**src/hw/lcs_defines.svh**
```systemverilog
// Register offsets, reset values, field positions and counts of the control switch block
`ifndef LCS_DEFINES_SVH
`define LCS_DEFINES_SVH

// ----------------------------------------------------------------------------
// Sizes
// ----------------------------------------------------------------------------
`define LCS_NUM_SW        5
`define LCS_ADDR_W        8
`define LCS_SEL_W         3
`define LCS_LABEL_CHARS   32
`define LCS_LABEL_WORDS   8
`define LCS_ACC_W         2

// ----------------------------------------------------------------------------
// Register offsets (byte addresses, one 32-bit word each except the label block of 8 words per switch)
// ----------------------------------------------------------------------------
`define LCS_OFF_STATE     8'h00
`define LCS_OFF_ACCESS    8'h04
`define LCS_OFF_EVSEL     8'h08
`define LCS_OFF_IRQ_STAT  8'h0C
`define LCS_OFF_IRQ_MASK  8'h10
`define LCS_OFF_STAMP     8'h14
`define LCS_OFF_LABEL     8'h40

// ----------------------------------------------------------------------------
// Field positions
// ----------------------------------------------------------------------------
`define LCS_EVSEL_ON_BIT  0
`define LCS_EVSEL_OFF_BIT 1
`define LCS_IRQ_OFF_LSB   5
`define LCS_LBL_SW_LSB    5
`define LCS_LBL_WORD_LSB  2
`define LCS_LBL_DIGIT_LSB 16

// ----------------------------------------------------------------------------
// Reset values
// ----------------------------------------------------------------------------
`define LCS_RST_ACCESS    2'h2
`define LCS_RST_EVSEL     2'h3
`define LCS_RST_IRQ_MASK  10'h000
`define LCS_LABEL_W0      32'h7469_7753
`define LCS_LABEL_W1      32'h0000_6863
`define LCS_ASCII_ONE     8'h31

`endif

```
**src/hw/lcs_pkg.sv**
```systemverilog
// Types shared by the control switch block
package lcs_pkg;

  // Ascending operator access levels
  typedef enum logic [1:0] {
    LCS_LVL_USER,
    LCS_LVL_OPERATOR,
    LCS_LVL_CONFIGURATOR,
    LCS_LVL_SUPER
  } lcs_level_type;

  typedef logic [31:0] lcs_word_type;

endpackage : lcs_pkg

```
**src/hw/lcs_bank_if.sv**
```systemverilog
// Command and state carrier between the control logic and the switch bank
`timescale 1ns/1ps
interface lcs_bank_if #(
  parameter int NUM_SW = 5
);
  logic [NUM_SW-1:0] set_on;
  logic [NUM_SW-1:0] set_off;
  logic [NUM_SW-1:0] state;
  logic [NUM_SW-1:0] chg_on;
  logic [NUM_SW-1:0] chg_off;

  modport bank (
    input  set_on,
    input  set_off,
    output state,
    output chg_on,
    output chg_off
  );

  modport ctrl (
    output set_on,
    output set_off,
    input  state,
    input  chg_on,
    input  chg_off
  );
endinterface : lcs_bank_if

```
**src/hw/lcs_switch_bank.sv**
```systemverilog
// Bank of independent latching switches with change pulses
`timescale 1ns/1ps
module lcs_switch_bank
  import lcs_pkg::*;
#(
  parameter int NUM_SW = 5
) (
  input  wire logic clk_in,
  input  wire logic srst_in,
  lcs_bank_if.bank  bank_if
);

  logic [NUM_SW-1:0] state_q;
  logic [NUM_SW-1:0] chg_on_q;
  logic [NUM_SW-1:0] chg_off_q;

  // --------------------------------------------------------------------------
  // One latch per switch
  // --------------------------------------------------------------------------
  for (genvar s = 0; s < NUM_SW; s++) begin : g_sw
    always_ff @(posedge clk_in) begin
      if (srst_in) begin
        state_q[s]   <= 1'b0;
        chg_on_q[s]  <= 1'b0;
        chg_off_q[s] <= 1'b0;
      end else begin
        chg_on_q[s]  <= bank_if.set_on[s] & ~state_q[s];
        chg_off_q[s] <= bank_if.set_off[s] & state_q[s];
        if (bank_if.set_on[s]) begin
          state_q[s] <= 1'b1;
        end else if (bank_if.set_off[s]) begin
          state_q[s] <= 1'b0;
        end
      end
    end
  end

  assign bank_if.state   = state_q;
  assign bank_if.chg_on  = chg_on_q;
  assign bank_if.chg_off = chg_off_q;

endmodule // lcs_switch_bank

```
**src/hw/lcs_top.sv**
```systemverilog
// Latching control switch block: command gating, events, labels and registers
//
// Strobed register access and the register offsets were left to the implementer.
`timescale 1ns/1ps
`include "lcs_defines.svh"
module lcs_top
  import lcs_pkg::*;
#(
  parameter int NUM_SW = `LCS_NUM_SW
) (
  input  wire logic                   REF_CLK_IN,
  input  wire logic                   SRST_IN,
  input  wire logic [`LCS_ADDR_W-1:0] REG_ADDR_IN,
  input  wire logic [31:0]            REG_WDATA_IN,
  input  wire logic                   REG_WR_IN,
  input  wire logic                   REG_RD_IN,
  output logic      [31:0]            REG_RDATA_OUT,
  input  wire logic                   PANEL_CMD_VALID_IN,
  input  wire logic [`LCS_SEL_W-1:0]  PANEL_CMD_SWITCH_IN,
  input  wire logic                   PANEL_CMD_ON_IN,
  input  wire lcs_level_type          PANEL_LEVEL_IN,
  input  wire logic                   REMOTE_CMD_VALID_IN,
  input  wire logic [`LCS_SEL_W-1:0]  REMOTE_CMD_SWITCH_IN,
  input  wire logic                   REMOTE_CMD_ON_IN,
  output logic      [NUM_SW-1:0]      SWITCH_OUT,
  output logic      [NUM_SW-1:0]      EVT_VALID_OUT,
  output logic      [NUM_SW-1:0]      EVT_STATE_OUT,
  output logic      [31:0]            EVT_STAMP_OUT,
  output logic                        IRQ_OUT
);

  localparam int IRQ_W = 2 * NUM_SW;

  // --------------------------------------------------------------------------
  // Storage
  // --------------------------------------------------------------------------
  logic [`LCS_ACC_W*NUM_SW-1:0] access_q;
  logic [1:0]                   evsel_q;
  logic [IRQ_W-1:0]             irq_stat_q;
  logic [IRQ_W-1:0]             irq_mask_q;
  logic [31:0]                  stamp_q;
  lcs_word_type                 label_q [NUM_SW][`LCS_LABEL_WORDS];
  logic [31:0]                  rdata_q;
  logic [NUM_SW-1:0]            switch_q;
  logic [NUM_SW-1:0]            evt_valid_q;
  logic [NUM_SW-1:0]            evt_state_q;
  logic [31:0]                  evt_stamp_q;
  logic                         irq_q;

  lcs_bank_if #(.NUM_SW(NUM_SW)) bank_if ();

  lcs_switch_bank #(
    .NUM_SW (NUM_SW)
  ) u_bank (
    .clk_in  (REF_CLK_IN),
    .srst_in (SRST_IN),
    .bank_if (bank_if)
  );

  // --------------------------------------------------------------------------
  // Command gating
  // --------------------------------------------------------------------------
  // The remote link wins over the panel when both aim at the same switch in
  // one cycle; the remote unit is the supervisory source.
  logic [NUM_SW-1:0] set_on_d;
  logic [NUM_SW-1:0] set_off_d;

  for (genvar s = 0; s < NUM_SW; s++) begin : g_cmd
    logic          remote_hit;
    logic          panel_hit;
    lcs_level_type min_level;

    assign min_level = lcs_level_type'(access_q[s*`LCS_ACC_W +: `LCS_ACC_W]);
    assign remote_hit = REMOTE_CMD_VALID_IN && (REMOTE_CMD_SWITCH_IN == `LCS_SEL_W'(s));
    assign panel_hit = PANEL_CMD_VALID_IN && (PANEL_CMD_SWITCH_IN == `LCS_SEL_W'(s))
                       && (PANEL_LEVEL_IN >= min_level);

    always_comb begin
      set_on_d[s]  = 1'b0;
      set_off_d[s] = 1'b0;
      if (remote_hit) begin
        set_on_d[s]  = REMOTE_CMD_ON_IN;
        set_off_d[s] = ~REMOTE_CMD_ON_IN;
      end else if (panel_hit) begin
        set_on_d[s]  = PANEL_CMD_ON_IN;
        set_off_d[s] = ~PANEL_CMD_ON_IN;
      end
    end
  end

  assign bank_if.set_on  = set_on_d;
  assign bank_if.set_off = set_off_d;

  // --------------------------------------------------------------------------
  // Register decode
  // --------------------------------------------------------------------------
  logic [`LCS_ADDR_W-1:0] lbl_off;
  logic [2:0]             lbl_sw;
  logic [2:0]             lbl_word;
  logic                   lbl_hit;

  assign lbl_off  = REG_ADDR_IN - `LCS_OFF_LABEL;
  assign lbl_sw   = lbl_off[`LCS_LBL_SW_LSB +: 3];
  assign lbl_word = lbl_off[`LCS_LBL_WORD_LSB +: 3];
  assign lbl_hit  = (REG_ADDR_IN >= `LCS_OFF_LABEL) && (lbl_off[1:0] == 2'h0)
                    && (32'(lbl_sw) < NUM_SW);

  logic wr_access;
  logic wr_evsel;
  logic wr_stat;
  logic wr_mask;

  assign wr_access = REG_WR_IN && (REG_ADDR_IN == `LCS_OFF_ACCESS);
  assign wr_evsel  = REG_WR_IN && (REG_ADDR_IN == `LCS_OFF_EVSEL);
  assign wr_stat   = REG_WR_IN && (REG_ADDR_IN == `LCS_OFF_IRQ_STAT);
  assign wr_mask   = REG_WR_IN && (REG_ADDR_IN == `LCS_OFF_IRQ_MASK);

  // --------------------------------------------------------------------------
  // Configuration registers
  // --------------------------------------------------------------------------
  for (genvar s = 0; s < NUM_SW; s++) begin : g_acc
    always_ff @(posedge REF_CLK_IN) begin
      if (SRST_IN) begin
        access_q[s*`LCS_ACC_W +: `LCS_ACC_W] <= `LCS_RST_ACCESS;
      end else if (wr_access) begin
        access_q[s*`LCS_ACC_W +: `LCS_ACC_W] <= REG_WDATA_IN[s*`LCS_ACC_W +: `LCS_ACC_W];
      end
    end
  end

  always_ff @(posedge REF_CLK_IN) begin
    if (SRST_IN) begin
      evsel_q <= `LCS_RST_EVSEL;
    end else if (wr_evsel) begin
      evsel_q <= REG_WDATA_IN[1:0];
    end
  end

  always_ff @(posedge REF_CLK_IN) begin
    if (SRST_IN) begin
      irq_mask_q <= `LCS_RST_IRQ_MASK;
    end else if (wr_mask) begin
      irq_mask_q <= REG_WDATA_IN[IRQ_W-1:0];
    end
  end

  // --------------------------------------------------------------------------
  // Switch labels
  // --------------------------------------------------------------------------
  // Labels live in flip-flops only; they steer nothing and exist for software
  // to keep one human-readable name beside each switch.
  for (genvar s = 0; s < NUM_SW; s++) begin : g_lbl_sw
    for (genvar w = 0; w < `LCS_LABEL_WORDS; w++) begin : g_lbl_word
      lcs_word_type rst_word;

      if (w == 0) begin : g_w0
        assign rst_word = `LCS_LABEL_W0;
      end else if (w == 1) begin : g_w1
        assign rst_word = `LCS_LABEL_W1
                          | (32'(`LCS_ASCII_ONE + 8'(s)) << `LCS_LBL_DIGIT_LSB);
      end else begin : g_wn
        assign rst_word = '0;
      end

      always_ff @(posedge REF_CLK_IN) begin
        if (SRST_IN) begin
          label_q[s][w] <= rst_word;
        end else if (REG_WR_IN && lbl_hit && (lbl_sw == 3'(s)) && (lbl_word == 3'(w))) begin
          label_q[s][w] <= REG_WDATA_IN;
        end
      end
    end
  end

  // --------------------------------------------------------------------------
  // Time stamp
  // --------------------------------------------------------------------------
  // Free-running tick count; wraps after 2^32 cycles, software extends it.
  always_ff @(posedge REF_CLK_IN) begin
    if (SRST_IN) begin
      stamp_q <= '0;
    end else begin
      stamp_q <= stamp_q + 32'h0000_0001;
    end
  end

  // --------------------------------------------------------------------------
  // Events
  // --------------------------------------------------------------------------
  logic [NUM_SW-1:0] keep_on;
  logic [NUM_SW-1:0] keep_off;

  assign keep_on  = bank_if.chg_on & {NUM_SW{evsel_q[`LCS_EVSEL_ON_BIT]}};
  assign keep_off = bank_if.chg_off & {NUM_SW{evsel_q[`LCS_EVSEL_OFF_BIT]}};

  always_ff @(posedge REF_CLK_IN) begin
    if (SRST_IN) begin
      evt_valid_q <= '0;
      evt_state_q <= '0;
      evt_stamp_q <= '0;
    end else begin
      evt_valid_q <= keep_on | keep_off;
      evt_state_q <= bank_if.state;
      if (|(keep_on | keep_off)) begin
        evt_stamp_q <= stamp_q;
      end
    end
  end

  always_ff @(posedge REF_CLK_IN) begin
    if (SRST_IN) begin
      switch_q <= '0;
    end else begin
      switch_q <= bank_if.state;
    end
  end

  // --------------------------------------------------------------------------
  // Interrupt status
  // --------------------------------------------------------------------------
  // A change in the same cycle as a write-one-to-clear keeps its bit set.
  logic [IRQ_W-1:0] irq_set;
  logic [IRQ_W-1:0] irq_clr;

  assign irq_set = {bank_if.chg_off, bank_if.chg_on};
  assign irq_clr = wr_stat ? REG_WDATA_IN[IRQ_W-1:0] : '0;

  always_ff @(posedge REF_CLK_IN) begin
    if (SRST_IN) begin
      irq_stat_q <= '0;
    end else begin
      irq_stat_q <= (irq_stat_q & ~irq_clr) | irq_set;
    end
  end

  always_ff @(posedge REF_CLK_IN) begin
    if (SRST_IN) begin
      irq_q <= 1'b0;
    end else begin
      irq_q <= |(irq_stat_q & irq_mask_q);
    end
  end

  // --------------------------------------------------------------------------
  // Read path
  // --------------------------------------------------------------------------
  lcs_word_type rd_d;

  always_comb begin
    rd_d = '0;
    case (REG_ADDR_IN)
      `LCS_OFF_STATE: begin
        rd_d[NUM_SW-1:0] = bank_if.state;
      end
      `LCS_OFF_ACCESS: begin
        rd_d[`LCS_ACC_W*NUM_SW-1:0] = access_q;
      end
      `LCS_OFF_EVSEL: begin
        rd_d[1:0] = evsel_q;
      end
      `LCS_OFF_IRQ_STAT: begin
        rd_d[IRQ_W-1:0] = irq_stat_q;
      end
      `LCS_OFF_IRQ_MASK: begin
        rd_d[IRQ_W-1:0] = irq_mask_q;
      end
      `LCS_OFF_STAMP: begin
        rd_d = stamp_q;
      end
      default: begin
        if (lbl_hit) begin
          rd_d = label_q[lbl_sw][lbl_word];
        end
      end
    endcase
  end

  // Read data stand for one cycle only and are zero otherwise
  always_ff @(posedge REF_CLK_IN) begin
    if (SRST_IN) begin
      rdata_q <= '0;
    end else if (REG_RD_IN) begin
      rdata_q <= rd_d;
    end else begin
      rdata_q <= '0;
    end
  end

  // --------------------------------------------------------------------------
  // Outputs
  // --------------------------------------------------------------------------
  assign REG_RDATA_OUT = rdata_q;
  assign SWITCH_OUT    = switch_q;
  assign EVT_VALID_OUT = evt_valid_q;
  assign EVT_STATE_OUT = evt_state_q;
  assign EVT_STAMP_OUT = evt_stamp_q;
  assign IRQ_OUT       = irq_q;

endmodule // lcs_top

```
**config.mk**
```make
export PLATFORM = sky130hd
export DESIGN_NAME = lcs_top
export DESIGN_NICKNAME = d
export VERILOG_FILES = /design/src/hw/lcs_pkg.sv /design/src/hw/lcs_bank_if.sv /design/src/hw/lcs_switch_bank.sv /design/src/hw/lcs_top.sv
export VERILOG_INCLUDE_DIRS = /design/src /design/src/hw
export SDC_FILE = /design/constraint.sdc
export NUM_CORES = 2
export LEC_CHECK = 0
export BUFFER_PORTS_ARGS = -buffer_cell sky130_fd_sc_hd__buf_2
export CORE_ASPECT_RATIO = 1.5
export CORE_UTILIZATION = 60
export DETAILED_ROUTE_END_ITERATION = 10
export GPL_ROUTABILITY_DRIVEN = 0
export MAX_ROUTING_LAYER = met4
export PLACE_DENSITY = 0.75
export SYNTH_ARGS = -nofsm -noshare
export SYNTH_HDL_FRONTEND = slang
export SYNTH_SLANG_ARGS = --single-unit
```
**constraint.sdc**
```tcl
create_clock -name REF_CLK_IN -period 8.24 [get_ports REF_CLK_IN]
set_clock_uncertainty 0.1 [all_clocks]
set_input_delay 1.236 -clock REF_CLK_IN [delete_from_list [all_inputs] [get_ports REF_CLK_IN]]
set_output_delay 1.236 -clock REF_CLK_IN [all_outputs]
set_load 0.05 [all_outputs]
```
==> metrics.md <==
| Metric | Value |
|---|---|
| Placement-stage worst setup slack | 2.69 ns |
| Total Negative Setup Slacks | 0 ns |
| Worst-case clock buffer depth | 3 |
| Cell total after placement | 5934 |
| Crit path arrival time | 5.55 ns |
| Period utilization | roughly three fifths |
| Port Buffers | 135 |
| Number of global-route vias before repair | 40824 |
| Layout cell share with drive strength beyond 1 | 17.1% |
| Total CTS buffers | around 140 |
| Buffer cell driving the clock tree root | sky130_fd_sc_hd__clkbuf_16 |
| Post-synth cell types | 81 |
| Clock-pin slew on the worst setup and hold paths | 0.06 ns |
| MaxCap Viol Count | 0 |
| DIE WIDTH | 271 um |
| Std cell rows | around 150 |
| Final hold viol count | 0 |
| Die area | 110000 sq um |
| Maximum frequency from static timing analysis | about 0.20 GHz |
| Chain of cells forming the critical path | buf_8 -> inv_1 -> ha_4 -> buf_12 -> and2_1 -> nand3_1 -> o2111a_1 -> nor4_1 |
| Element type at the critical path start | input port |
| Power Dens Cells | 221 nW/um^2 |
| Worst setup path class | input port to flip-flop |
| First-pass GRT wire length | 296000 um |
| Maximum fanout along the worst path | 86 |
| Peak supply drop | 182 uV |
| CTS tree | done |
| Synth Cell Area | 65200 sq um |
| Starting density of the core | around 60% |
| Avg WL per Cell | 33.8 um |
| Async set-reset flop share out of synthesis | 0% |
| Flip-flop and latch count after synthesis | 1434 |
| Number of clock sinks | 1434 |
| Required time worst endpoint | 8.72 ns |
| Max_slew headroom | -7.55% |
| Number of warnings issued by yosys | 0 |
| Antenna violations before repair | 34 |
| Result of the run | complete, but fails checks |
| Violated checks | max-slew violations |
| Crit path max-delay cell type | sky130_fd_sc_hd__nor4_1 |
| Static leakage | 25.1 nW |
| Post-Syn Instances | 4698 |
| Total of hold buffers inserted after clock tree synthesis | 0 |
| Total length of routed wires | 209000 um |
| Number of I/O pins | 136 |
| DRC viols | 0 |
| Dominant register cell in the synthesized netlist | sky130_fd_sc_hd__edfxtp_1 |
| Final setup violation count | 0 |
| Layout net count | 4726 |
| CTS H-tree depth | 4 |
| Slowest stage delay, CP | 0.73 ns |
| Register cell area after layout | 41500 sq um |
| Number of synthesized flops with an enable pin | 1280 |
| DRC marker count from the first detailed-route iteration | 7371 |
| Actual transition at the worst max-transition pin | about 1.6 ns |
| Total number of vias | 42336 |
| P&R area growth vs syn | 9.90% |
| Core Area | 107000 sq um |
| Detailed-router iteration count before antenna repair | 8 |
| Non-Filler Instances | 6196 |
| Sequential-to-total area share from yosys stat | 63.7% |
| Height of the chip | 406 um |
| Clock latency of the later-clocked register in the worst-skew pair | approximately 0.8 ns |
| Post-detailed-route count of antenna-violating nets | 0 |
| Min Clock Period, post-route | 5.06 ns |
| Hold WC Path Type | flip-flop to flip-flop |
| Post-CTS setup repair buffer count | 0 |
| Global route total overflow | 0 |
| Syn_area_per_cell | 13.9 sq um |
| Dpl hpwl | 129000 um |
| Area occupied by multi-input gates | 22100 sq um |
| Type of destination of the critical path | flip-flop |
| Tot GR Track Use | approximately 40% |
| Crit path setup slack, layout | around 3.2 ns |
| Maximum number of pins on one net before global-route repair | 93 |
| Unrepaired setup endpoints after global routing | false |
| Fin. max-slew vios | 1 |
| Net count after synthesis | 4768 |
| Count of fill cells added during filler insertion | 7457 |
| Number of gates resized after cts | 0 |
| Vias/cell | 6.83 |
==> sequential cells by signal, indices dropped and copies added (netlist names), 2 cells and up <==
signal                  cells
EVT_STAMP_OUT              32
EVT_VALID_OUT               5
REG_RDATA_OUT              32
SWITCH_OUT                  5
evsel_q                     2
g_cmd.min_level            10
irq_mask_q                 10
irq_stat_q                 10
label_q                  1280
stamp_q                    32
u_bank.bank_if.chg_off      5
u_bank.bank_if.chg_on       5
u_bank.bank_if.state        5
==> final timing paths <==
path / start / endpoint / slack [ns] / cells past startpoint
setup reg to reg: label_q[0][114]$_SDFFCE_PN0P_ / REG_RDATA_OUT[18]$_SDFF_PP0_ / 5.15 / 4
hold reg to reg: EVT_STAMP_OUT[9]$_SDFFE_PP0P_ / EVT_STAMP_OUT[9]$_SDFFE_PP0P_ / 0.39 / 2
hold / removal: EVT_STAMP_OUT[9]$_SDFFE_PP0P_ / EVT_STAMP_OUT[9]$_SDFFE_PP0P_ / 0.39 / 2
setup / recovery: REG_ADDR_IN[6] / REG_RDATA_OUT[29]$_SDFF_PP0_ / 3.18 / 8
==> cells in the final DEF, fill, tap and decap left out, types with 38 or more instances in the layout <==
cell / n
sky130_fd_sc_hd__edfxtp_1: 1280
sky130_fd_sc_hd__and2_1: 1116
sky130_fd_sc_hd__mux2i_1: 244
sky130_fd_sc_hd__mux4_2: 205
sky130_fd_sc_hd__nor2_1: 156
sky130_fd_sc_hd__dfxtp_1: 154
sky130_fd_sc_hd__or3_1: 145
sky130_fd_sc_hd__buf_4: 145
sky130_fd_sc_hd__clkbuf_16: 139
sky130_fd_sc_hd__buf_2: 130
sky130_fd_sc_hd__nand2_1: 110
sky130_fd_sc_hd__a21oi_1: 107
sky130_fd_sc_hd__mux2_2: 58
sky130_fd_sc_hd__o21ai_0: 51
sky130_fd_sc_hd__o22ai_1: 50
sky130_fd_sc_hd__nor3_1: 49
sky130_fd_sc_hd__a22oi_1: 45
sky130_fd_sc_hd__o21ai_4: 40
sky130_fd_sc_hd__a211oi_1: 38
==> cells by family (layout without fill, tap and decap cells) <==
logic type               after synthesis  count (layout)  share of synthesized area (%)
AND/OR/NAND/NOR                     1774            1774                           15.9
flip-flops                          1434            1434                           63.7
XOR/XNOR                              19              19                          0.255
other                                  0              28                              0
adder cells (fa/ha/maj)               14              14                          0.269
multiplexers                         507             507                           11.8
buffers and inverters                481             536                           3.21
AO/OA/AOI/OAI                        469             469                           4.80
==> metrics by stage <==
step	util (%)	power (mW)	area (sq um)	hold slack, ns
after floorplan	-	9.18	65200	0.324
after global placement	62.7	9.73	67300	0.370
after detailed placement	62.7	9.76	67300	0.380
after CTS	66.6	15.8	71500	0.395
after global routing	66.6	16.1	71600	0.403
final	66.7	15.8	71600	0.388
==> routing by layer <==
layer | global-route usage [%] | vias to the layer above | share of wire (%)
met4 | 27.5 | 0 | 8.6
met5 | - | - | 0
li1 | - | 17175 | -
met3 | 11.9 | 854 | 13
met2 | 58.9 | 3273 | 46
met1 | 46.6 | 21034 | 33
==> where the power goes <==
group,total (mW),switching (mW),internal [mW]
registers,8.33,0.103,8.23
logic,1.34,0.955,0.385
clock network,6.17,2.73,3.44
==> synthesized netlist by cell type (6+ instances only) <==
library cell	number	area share [%]
sky130_fd_sc_hd__a22o_1	6	0.081
sky130_fd_sc_hd__and2_1	1116	11
sky130_fd_sc_hd__a31oi_1	17	0.16
sky130_fd_sc_hd__a22oi_1	45	0.52
sky130_fd_sc_hd__a211o_1	6	0.081
sky130_fd_sc_hd__dfxtp_1	154	4.7
sky130_fd_sc_hd__and3b_1	9	0.12
sky130_fd_sc_hd__mux2_2	58	1.0
sky130_fd_sc_hd__o221ai_1	15	0.20
sky130_fd_sc_hd__nand3_1	34	0.26
sky130_fd_sc_hd__ha_1	14	0.27
sky130_fd_sc_hd__nor3_1	49	0.38
sky130_fd_sc_hd__o21ai_0	91	0.70
sky130_fd_sc_hd__buf_1	10	0.058
sky130_fd_sc_hd__nor2b_1	27	0.26
sky130_fd_sc_hd__clkbuf_1	295	1.7
sky130_fd_sc_hd__a221oi_1	18	0.24
sky130_fd_sc_hd__nor2_2	11	0.11
sky130_fd_sc_hd__or3_1	145	1.4
sky130_fd_sc_hd__nand4_1	9	0.086
sky130_fd_sc_hd__o22ai_1	50	0.48
sky130_fd_sc_hd__edfxtp_1	1280	59
sky130_fd_sc_hd__buf_4	35	0.40
sky130_fd_sc_hd__xnor2_1	9	0.12
sky130_fd_sc_hd__inv_1	16	0.092
sky130_fd_sc_hd__a2111oi_0	15	0.20
sky130_fd_sc_hd__nor2_1	177	1.0
sky130_fd_sc_hd__a211oi_1	38	0.44
sky130_fd_sc_hd__clkbuf_2	30	0.23
sky130_fd_sc_hd__a32oi_1	8	0.11
sky130_fd_sc_hd__o2bb2ai_1	6	0.081
sky130_fd_sc_hd__nor4_1	10	0.096
sky130_fd_sc_hd__mux2i_1	244	3.7
sky130_fd_sc_hd__nand2b_1	19	0.18
sky130_fd_sc_hd__a21oi_1	107	0.82
sky130_fd_sc_hd__buf_2	90	0.69
sky130_fd_sc_hd__xor2_1	10	0.13
sky130_fd_sc_hd__and3_1	19	0.18
sky130_fd_sc_hd__mux4_2	205	7.1
sky130_fd_sc_hd__nand2_1	115	0.66
sky130_fd_sc_hd__nor3b_1	10	0.12
==> worst max-delay path, delay by kind of cell <==
kind / cells / cell delay, ns
adders and majority gates: 1 / 0.65
and+or+nand+nor: 3 / 2.03
buffers and inverters: 3 / 1.00
AOI/OAI and AO/OA: 1 / 0.45
==> final cells by class <==
class,instances,area share (%)
repair buffers,282,2.59
clock inverters,58,0.811
inverters,20,0.108
multi-input cells,2783,30.8
clock buffers,176,5.11
well taps,1415,2.47
flip-flops and latches,1434,58.0
diodes,28,0.0978
(Power assumes the default switching activity.)
